**src/sfg_pkg.sv**
```systemverilog
package sfg_pkg;

	// feature identification bit positions
	localparam int FEAT_EXT3_BIT = 0;
	localparam int FEAT_SUP3_BIT = 9;
	localparam int FEAT_P1_BIT = 19;
	localparam int FEAT_P2_BIT = 20;
	localparam int FEAT_W = 32;

	// control flag bit positions
	localparam int CTL_EMU_BIT = 2;
	localparam int CTL_TS_BIT = 3;
	localparam int CTL_NE_BIT = 5;
	localparam int CTL_W = 32;

	// fault vectors
	localparam logic [7:0] VEC_INVALID_OP = 8'h06;
	localparam logic [7:0] VEC_DEV_UNAVAIL = 8'h07;
	localparam logic [7:0] VEC_LEGACY_FP = 8'h10;
	localparam logic [7:0] VEC_SIMD_FP = 8'h13;
	localparam logic [7:0] VEC_NONE = 8'h00;

	// immediate fields
	localparam int IMM_SEL_LO = 4;
	localparam int IMM_SUPPRESS_PREC = 3;

	// reset values
	localparam logic [7:0] RST_VEC = 8'h00;

	// instruction extension class
	typedef enum logic [2:0] {
		SFG_CLS_OTHER,
		SFG_CLS_EXT3,
		SFG_CLS_SUP3,
		SFG_CLS_P1,
		SFG_CLS_P2_GATED,
		SFG_CLS_P2_FREE
	} sfg_cls_e;

	// operation kind inside a class
	typedef enum logic [2:0] {
		SFG_OP_PLAIN,
		SFG_OP_TRUNC_STORE,
		SFG_OP_DOT,
		SFG_OP_ROUND,
		SFG_OP_FP_MOVE
	} sfg_op_e;

	// numeric exception flags from the datapath
	typedef struct packed {
		logic invalid;
		logic denormal;
		logic overflow;
		logic underflow;
		logic precision;
	} sfg_nexc_s;

	// decoded instruction request
	typedef struct packed {
		logic valid;
		sfg_cls_e cls;
		sfg_op_e op;
		logic [7:0] imm;
		logic src_snan;
		logic [3:0] nan_in;
		sfg_nexc_s raw_exc;
		sfg_nexc_s elem_input_exc;
	} sfg_req_s;

	// outcome toward the pipeline
	typedef struct packed {
		logic valid;
		logic fault;
		logic [7:0] vector;
		logic commit;
		sfg_nexc_s exc;
		logic [3:0] zero_lanes;
		logic force_nan;
		logic ne_effective;
	} sfg_rsp_s;

endpackage

```
**src/sfg_gate.sv**
```systemverilog
`timescale 1ns/1ns
module sfg_gate
	import sfg_pkg::*;
(
	// clock and reset
	input wire logic clk,
	input wire logic rst_n,
	// control and feature state
	input wire logic [CTL_W-1:0] ctl_flags,
	input wire logic [FEAT_W-1:0] feature_identification,
	input wire logic [3:0] simd_control_status_mask,
	input wire logic ignore_numeric_error_pin_n,
	// pipeline request
	input wire sfg_req_s req,
	// pipeline outcome
	output sfg_rsp_s rsp
);

	// reset release through two flops
	logic rst_s1_r;
	logic rst_s2_r;

	always_ff @(posedge clk or negedge rst_n)
	begin
		if (!rst_n)
		begin
			rst_s1_r <= 1'b0;
			rst_s2_r <= 1'b0;
		end
		else
		begin
			rst_s1_r <= 1'b1;
			rst_s2_r <= rst_s1_r;
		end
	end

	// feature presence for a class
	function automatic logic feat_ok(input sfg_cls_e c, input logic [FEAT_W-1:0] f);
		logic ok;
		ok = 1'b1;
		unique case (c)
			SFG_CLS_EXT3: ok = f[FEAT_EXT3_BIT];
			SFG_CLS_SUP3: ok = f[FEAT_SUP3_BIT];
			SFG_CLS_P1: ok = f[FEAT_P1_BIT];
			SFG_CLS_P2_GATED: ok = f[FEAT_P2_BIT];
			SFG_CLS_P2_FREE: ok = 1'b1;
			SFG_CLS_OTHER: ok = 1'b1;
			default: ok = 1'b1;
		endcase
		return ok;
	endfunction

	// classes covered by this gating
	function automatic logic is_simd(input sfg_cls_e c);
		return (c != SFG_CLS_OTHER);
	endfunction

	// flag shortcuts
	logic ts;
	logic emu;
	assign ts = ctl_flags[CTL_TS_BIT];
	assign emu = ctl_flags[CTL_EMU_BIT];

	// next outcome
	sfg_rsp_s rsp_nxt;
	sfg_rsp_s rsp_r;

	// decides the fault and numeric reporting
	always_comb
	begin
		sfg_nexc_s e;
		logic [3:0] sel;
		logic any_exc;
		e = req.raw_exc;
		sel = req.imm[IMM_SEL_LO +: 4];
		any_exc = 1'b0;
		// quiet defaults: no fault, nothing zeroed, nothing forced
		rsp_nxt = '0;
		rsp_nxt.valid = req.valid;
		rsp_nxt.vector = VEC_NONE;
		rsp_nxt.ne_effective = ctl_flags[CTL_NE_BIT];
		// only the extension classes are gated here
		if (req.valid && is_simd(req.cls))
		begin
			// opcode checks before the task-switched check
			if (!feat_ok(req.cls, feature_identification))
			begin
				rsp_nxt.fault = 1'b1;
				rsp_nxt.vector = VEC_INVALID_OP;
			end
			else if (emu)
			begin
				rsp_nxt.fault = 1'b1;
				rsp_nxt.vector = VEC_INVALID_OP;
			end
			else if (ts && req.cls != SFG_CLS_P2_FREE)
			begin
				rsp_nxt.fault = 1'b1;
				rsp_nxt.vector = VEC_DEV_UNAVAIL;
			end
			else
			begin
				// numeric exception shaping per operation
				unique case (req.op)
					SFG_OP_DOT:
					begin
						// deselected elements forced to +0, their input faults dropped
						rsp_nxt.zero_lanes = ~sel;
						e = req.raw_exc & ~req.elem_input_exc;
						rsp_nxt.force_nan = |(req.nan_in & sel);
					end
					SFG_OP_ROUND:
					begin
						e = '0;
						e.invalid = req.src_snan;
						e.precision = req.raw_exc.precision && !req.imm[IMM_SUPPRESS_PREC];
					end
					SFG_OP_FP_MOVE: e = '0;
					SFG_OP_TRUNC_STORE: e = req.raw_exc;
					SFG_OP_PLAIN: e = req.raw_exc;
					default: e = '0;
				endcase
				// supplemental and part two raise no fp errors
				if (req.cls == SFG_CLS_SUP3 || req.cls == SFG_CLS_P2_GATED
					|| req.cls == SFG_CLS_P2_FREE)
					e = '0;
				// masked conditions do not fault
				any_exc = e.invalid && !simd_control_status_mask[0];
				any_exc = any_exc || (e.denormal && !simd_control_status_mask[1]);
				any_exc = any_exc || ((e.overflow || e.underflow) && !simd_control_status_mask[2]);
				any_exc = any_exc || (e.precision && !simd_control_status_mask[3]);
				rsp_nxt.exc = e;
				if (req.op == SFG_OP_TRUNC_STORE && req.cls == SFG_CLS_EXT3)
				begin
					// legacy stack behaviour: control flag and pin honoured
					rsp_nxt.ne_effective = ctl_flags[CTL_NE_BIT];
					if (any_exc && (ctl_flags[CTL_NE_BIT] || ignore_numeric_error_pin_n))
					begin
						rsp_nxt.fault = 1'b1;
						rsp_nxt.vector = VEC_LEGACY_FP;
					end
				end
				else
				begin
					// numeric enable treated as set, pin ignored
					rsp_nxt.ne_effective = 1'b1;
					if (any_exc)
					begin
						rsp_nxt.fault = 1'b1;
						rsp_nxt.vector = VEC_SIMD_FP;
					end
				end
			end
			// one fault, and no commit when faulting
			rsp_nxt.commit = !rsp_nxt.fault;
		end
		else
			rsp_nxt.commit = req.valid;
	end

	// outcome register
	always_ff @(posedge clk or negedge rst_s2_r)
	begin
		if (!rst_s2_r)
			rsp_r <= '0;
		else
			rsp_r <= rsp_nxt;
	end

	// outcome straight from the flops, one cycle after the request
	assign rsp = rsp_r;

	// helper views of the previous request
	sfg_req_s req_q;
	always_ff @(posedge clk or negedge rst_s2_r)
	begin
		if (!rst_s2_r)
			req_q <= '0;
		else
			req_q <= req;
	end

	property p_ts_fault;
		@(posedge clk) disable iff (!rst_s2_r)
		req.valid && is_simd(req.cls) && feat_ok(req.cls, feature_identification) && !emu
		&& ts && req.cls != SFG_CLS_P2_FREE |=> rsp.fault && rsp.vector == VEC_DEV_UNAVAIL;
	endproperty
	a_ts_fault: assert property (p_ts_fault) else $error("missing device-unavailable");

	property p_feat_ud;
		@(posedge clk) disable iff (!rst_s2_r)
		req.valid && is_simd(req.cls) && !feat_ok(req.cls, feature_identification)
		|=> rsp.vector == VEC_INVALID_OP && !rsp.commit;
	endproperty
	a_feat_ud: assert property (p_feat_ud) else $error("missing feature invalid-opcode");

	property p_emu_ud;
		@(posedge clk) disable iff (!rst_s2_r)
		req.valid && is_simd(req.cls) && emu |=> rsp.vector == VEC_INVALID_OP;
	endproperty
	a_emu_ud: assert property (p_emu_ud) else $error("emulation flag not honoured");

	property p_free_no_nm;
		@(posedge clk) disable iff (!rst_s2_r)
		req.valid && req.cls == SFG_CLS_P2_FREE |=> rsp.vector != VEC_DEV_UNAVAIL;
	endproperty
	a_free_no_nm: assert property (p_free_no_nm) else $error("checksum class faulted");

	property p_no_fp_sup;
		@(posedge clk) disable iff (!rst_s2_r)
		req.valid && (req.cls == SFG_CLS_SUP3 || req.cls == SFG_CLS_P2_GATED)
		|=> rsp.exc == '0 && rsp.vector != VEC_SIMD_FP;
	endproperty
	a_no_fp_sup: assert property (p_no_fp_sup) else $error("fp error from integer class");

	property p_round_inv;
		@(posedge clk) disable iff (!rst_s2_r)
		req.valid && !req.src_snan && req.op == SFG_OP_ROUND |=> !rsp.exc.invalid && !rsp.exc.overflow;
	endproperty
	a_round_inv: assert property (p_round_inv) else $error("rounding invalid without snan");

	property p_round_prec;
		@(posedge clk) disable iff (!rst_s2_r)
		req.valid && req.op == SFG_OP_ROUND && req.imm[IMM_SUPPRESS_PREC] |=> !rsp.exc.precision;
	endproperty
	a_round_prec: assert property (p_round_prec) else $error("precision not suppressed");

	property p_fault_no_commit;
		@(posedge clk) disable iff (!rst_s2_r)
		rsp.fault |-> !rsp.commit && $past(req.valid);
	endproperty
	a_fault_no_commit: assert property (p_fault_no_commit) else $error("fault with commit");

	property p_move_quiet;
		@(posedge clk) disable iff (!rst_s2_r)
		req.valid && req.op == SFG_OP_FP_MOVE |=> rsp.exc == '0;
	endproperty
	a_move_quiet: assert property (p_move_quiet) else $error("blend or insert signalled");

	property p_dot_zero;
		@(posedge clk) disable iff (!rst_s2_r)
		rsp.valid && !rsp.fault && req_q.op == SFG_OP_DOT && is_simd(req_q.cls)
		|-> rsp.zero_lanes == ~req_q.imm[IMM_SEL_LO +: 4];
	endproperty
	a_dot_zero: assert property (p_dot_zero) else $error("dot lane zeroing wrong");

	// a selected NaN lane must reach the output
	property p_dot_nan;
		@(posedge clk) disable iff (!rst_s2_r)
		rsp.valid && !rsp.fault && req_q.op == SFG_OP_DOT && is_simd(req_q.cls)
		&& |(req_q.nan_in & req_q.imm[IMM_SEL_LO +: 4]) |-> rsp.force_nan;
	endproperty
	a_dot_nan: assert property (p_dot_nan) else $error("dot NaN not propagated");

	// the third-set truncating store never reports through the simd vector
	property p_legacy_store;
		@(posedge clk) disable iff (!rst_s2_r)
		req.valid && req.cls == SFG_CLS_EXT3 && req.op == SFG_OP_TRUNC_STORE
		|=> rsp.vector != VEC_SIMD_FP;
	endproperty
	a_legacy_store: assert property (p_legacy_store) else $error("store used simd vector");

	// third and supplemental sets, except the third-set truncating store, run with numeric enable forced on
	property p_ne_forced;
		@(posedge clk) disable iff (!rst_s2_r)
		req.valid && (req.cls == SFG_CLS_EXT3 || req.cls == SFG_CLS_SUP3)
		&& req.op != SFG_OP_TRUNC_STORE && feat_ok(req.cls, feature_identification)
		&& !emu && !ts |=> rsp.ne_effective;
	endproperty
	a_ne_forced: assert property (p_ne_forced) else $error("numeric enable not forced");

	// checksum and population count raise no fp condition either
	property p_free_quiet;
		@(posedge clk) disable iff (!rst_s2_r)
		req.valid && req.cls == SFG_CLS_P2_FREE |=> rsp.exc == '0;
	endproperty
	a_free_quiet: assert property (p_free_quiet) else $error("part two signalled fp");

	// a fault always carries one vector, and no vector stands without one
	property p_fault_vec;
		@(posedge clk) disable iff (!rst_s2_r)
		rsp.fault == (rsp.vector != VEC_NONE);
	endproperty
	a_fault_vec: assert property (p_fault_vec) else $error("fault and vector disagree");

	// main outcomes seen at the pipeline side
	c_nm: cover property (@(posedge clk) disable iff (!rst_s2_r) rsp.vector == VEC_DEV_UNAVAIL);
	c_ud: cover property (@(posedge clk) disable iff (!rst_s2_r) rsp.vector == VEC_INVALID_OP);
	c_xm: cover property (@(posedge clk) disable iff (!rst_s2_r) rsp.vector == VEC_SIMD_FP);
	c_mf: cover property (@(posedge clk) disable iff (!rst_s2_r) rsp.vector == VEC_LEGACY_FP);
	c_dot: cover property (@(posedge clk) disable iff (!rst_s2_r) rsp.commit && |rsp.zero_lanes);

endmodule

```
**config.mk**
```make
export PLATFORM = sky130hd
export DESIGN_NAME = sfg_gate
export DESIGN_NICKNAME = d
export VERILOG_FILES = /design/src/sfg_pkg.sv /design/src/sfg_gate.sv
export SDC_FILE = /design/constraint.sdc
export NUM_CORES = 1
export LEC_CHECK = 0
export BUFFER_PORTS_ARGS = -buffer_cell sky130_fd_sc_hd__clkbuf_2
export CORE_MARGIN = 4
export CORE_UTILIZATION = 32
export CTS_CLUSTER_SIZE = 28
export DETAILED_ROUTE_END_ITERATION = 12
export MAX_ROUTING_LAYER = met4
export PLACE_DENSITY = 0.82
export RECOVER_POWER = 25
export SLEW_MARGIN = 30
export SYNTH_ARGS = -nofsm -noshare
export SYNTH_HDL_FRONTEND = slang
export SYNTH_SLANG_ARGS = --single-unit
```
**constraint.sdc**
```tcl
create_clock -name clk -period 0.8 [get_ports clk]
set_input_delay 0.04 -clock clk [delete_from_list [all_inputs] [get_ports clk]]
set_output_delay 0.04 -clock clk [all_outputs]
set_load 0.1 [all_outputs]
```
==> key figures <==
Critical path
  – Crit end category: flop
  – Critical Path RT: 1010 ps
  – Cells on worst reg2reg path: 1
  – CP max FO: 5
  – R2r endpoint: rsp[14]
  – Reg2Reg Setup Slack: 230 ps
  – Critical path arrival: 1320 ps
  – Crit path kind: in -> reg
  – Worst reg2reg startpoint: rst_s2_r
  – Startpoint types: input pin

CTS
  – CTS max path bufs: 2
  – CTS buffer count: 3
  – CTS Sinks: 20
  – Clk slew on worst S/H paths: 110 ps
  – CTS H-tree depth: 1
  – CTS tree: yes
  – Latest clock arrival within the worst-skew pair: 280 ps
  – Root Driver: clkbuf_4

Pwr
  – Net Sw Frac: 33.33%
  – Sequential Power Share: 41.2%
  – Psw: 868.3 uW
  – Pleak: 0.9253 nW
  – Int Power: 1.737 mW
  – PD cells: 1260 nW/um^2
  – Maximum vdd drop: 615.3 uV
  – Comb power frac: 37.6%
  – Clock Power Share: 21.1%

STA
  – Fmax: 901.3 MHz
  – RSZ-0062 raised after global routing: true
  – Setup TNS: -6555 ps
  – Fin. max-slew vios: 0
  – Period minus WS final: 1110 ps
  – Crit share post-route: 138.7%
  – Clk_skew: 3.143 ps
  – Final hold violations: 0
  – Min setup slack post-route: -309.5 ps
  – Final setup fails: 35

Hold path
  – Hold Crit Depth: 3
  – Hold path start: req[13]
  – Hold Crit Endpoint: rsp[1]
  – Worst hold path class: in -> reg

Route
  – Vias/cell: 4.597
  – DRT Wirelength: 2.984 mm
  – DR WL met3: 221 um
  – Max layer used: met4
  – Met2 WL: 1.579 mm
  – DR DRC count: 0
  – Via count: 1062
  – DRT Pass-1 Iters: 4
  – M1 WL: 1.159 mm
  – 1st-iter DRT viols: 12
  – WL/cell: 12.92 um
  – Post-route ant nets: 0

Layout
  – Fillers: 244
  – Final nets: 289
  – Layout overhead on the synthesized area: 103.4%
  – Fraction of layout cells with a size suffix above 1: 71.12%
  – Diode count: 0

Place
  – IO buf count: 58
  – Dpl hpwl: 2.368 mm
  – Worst slack at placement: -687.9 ps
  – Final estimated routing congestion in global placement: 0.8460

Floorplan
  – Die ar.: 4140 sq um
  – Io pins: 123
  – Chip Height: 64.35 um
  – Initial core utilization: 33.28%
  – Core Box Area: 3053 sq um
  – Die Wd: 64.35 um
  – Row cnt: 20

Logic synthesis
  – Yosys reg bits: 20
  – Syn avg cell area: 10.37 sq um
  – EDFF count, synth: 0
  – Seq/Total Area, Yosys: 49.26%
  – Mapped cell area: 1016 sq um
  – Syn Inst Count: 98
  – Top_reg_cell synth: dfrtp_1
  – Synth Warn #: 0
  – Async S/R FF share, synth: 100.0%
  – Netlist cell types: 40

Job
  – Max cap viols: 0

Status
  – Status: finished, violations left
  – Failing checks: negative setup slack

Global routing
  – Remaining Overflow, GRT: 0
  – Largest net degree at the start of global routing: 19
  – Initial antenna violation count: 0
  – First-pass GRT wire length: 4.816 mm
  – Vias in the first global route: 1128
  – Total track usage: 14.86%
[layer usage]
layer	GRT usage [%]	up-vias
met2	29.25	49
met5	-	-
met3	2.812	4
met1	15.10	492
li1	-	517
met4	2.902	0
[cells by family after synthesis]
family | synth area share [%]
multiplexers | 1.477
other | 0.7392
AO/OA/AOI/OAI | 14.53
flip-flops | 49.26
buffers and inverters | 6.773
XOR/XNOR | 0.8622
AND/OR/NAND/NOR | 26.35
[flip-flops by register name (all words and copies together), names as in the netlist]
name	count
rsp	18
rst_s2_r	1
rst_s1_r	1
[Yosys cell counts, types with 2 or more instances]
master    count  area [sq um]
nand3_1       2         10.01
buf_4         5         37.54
inv_1         3         11.26
nor2_1       13         48.80
nand2_1       4         15.01
conb_1        2         7.510
nand4_1       2         12.51
nor3b_1       2         15.01
a22oi_1       2         15.01
o21ai_0       4         20.02
a21oi_1       2         10.01
a211o_1       2         17.52
nor4_4        2         42.54
nor3_1        5         25.02
a211oi_1      2         15.01
dfrtp_1      20         500.5
nand3b_1      3         22.52
[worst max path at each step]
stage | slack, ps | start | to | cells after the start
after detailed placement | -690 | req[26] | rsp[1] | 7
after global placement | -570 | req[26] | rsp[1] | 7
after CTS | -330 | req[27] | rsp[1] | 7
after global routing | -340 | req[26] | rsp[10] | 8
after floorplan | -460 | req[23] | rsp[12] | 7
final | -310 | req[26] | rsp[10] | 8
[what timing repair did]
item / 4_1_cts / 5_1_grt
endpoints found under the setup margin: 35 / 35
hold buffers: 5 / 1
cloned: 0 / 0
pin swaps: 12 / 11
setup buffers: 4 / 3
hold endpoints to repair: 7 / 1
resized for setup: 15 / 26
[layout by cell type (no fill, tap or decap), types with 2 or more instances in the layout]
master / count
inv_1: 3
o21ai_0: 2
dfrtp_1: 3
nand4_1: 2
buf_12: 18
dlygate4sd3_1: 6
a22oi_1: 2
a211o_1: 2
dfrtp_2: 17
nor2_4: 5
a21oi_2: 2
conb_1: 5
nor2_2: 5
clkbuf_4: 3
nand2_2: 2
clkbuf_2: 36
nor4_4: 2
clkbuf_8: 2
nor3b_1: 2
nand3b_1: 3
nand2_1: 2
buf_4: 21
o21ai_1: 3
buf_6: 5
nor3_2: 5
nor2_1: 5
[power groups by stage]
| stage | Sequential [mW] | Clock, mW | Combinational (mW) |
|---|---|---|---|
| floorplan | 1.31 | 0 | 0.300 |
| global placement | 1.09 | 0 | 0.833 |
| detailed placement | 1.09 | 0 | 0.847 |
| CTS | 1.07 | 0.556 | 0.926 |
| global route | 1.08 | 0.616 | 1.04 |
| finish | 1.07 | 0.551 | 0.980 |
[layout make-up]
cell class                      count  area, sq um  share of cell area [%]
Clock buffer                        4        36.28                   1.755
Timing Repair Buffer               90        872.1                   42.19
Sequential cell                    20        521.8                   25.24
Inverter                            3        11.26                  0.5448
Tap cell                           44        55.05                   2.663
Multi-Input combinational cell     70        570.5                   27.60
[worst max-delay path, cell delays in order]
cell and delay, ps:
buf_6 90, or2b_4 200, nor3_2 40, o32a_1 370, nor2_4 170, buf_6 130
nand4_4 140, nor3_2 150
[stage by stage]
| stage | util, % | cells | total power, mW | instance area [sq um] | hold WS [ps] |
|---|---|---|---|---|---|
| floorplan | - | 101 | 1.608 | 1070 | -255.6 |
| global placement | 57.54 | 214 | 1.928 | 1757 | -170.7 |
| detailed placement | 57.54 | 214 | 1.942 | 1757 | -167.4 |
| CTS | 63.77 | 227 | 2.556 | 1947 | -119.9 |
| global route | 67.70 | 231 | 2.731 | 2067 | 56.58 |
| finish | 67.70 | 231 | 2.605 | 2067 | 61.69 |
(Power assumes the default switching activity.)
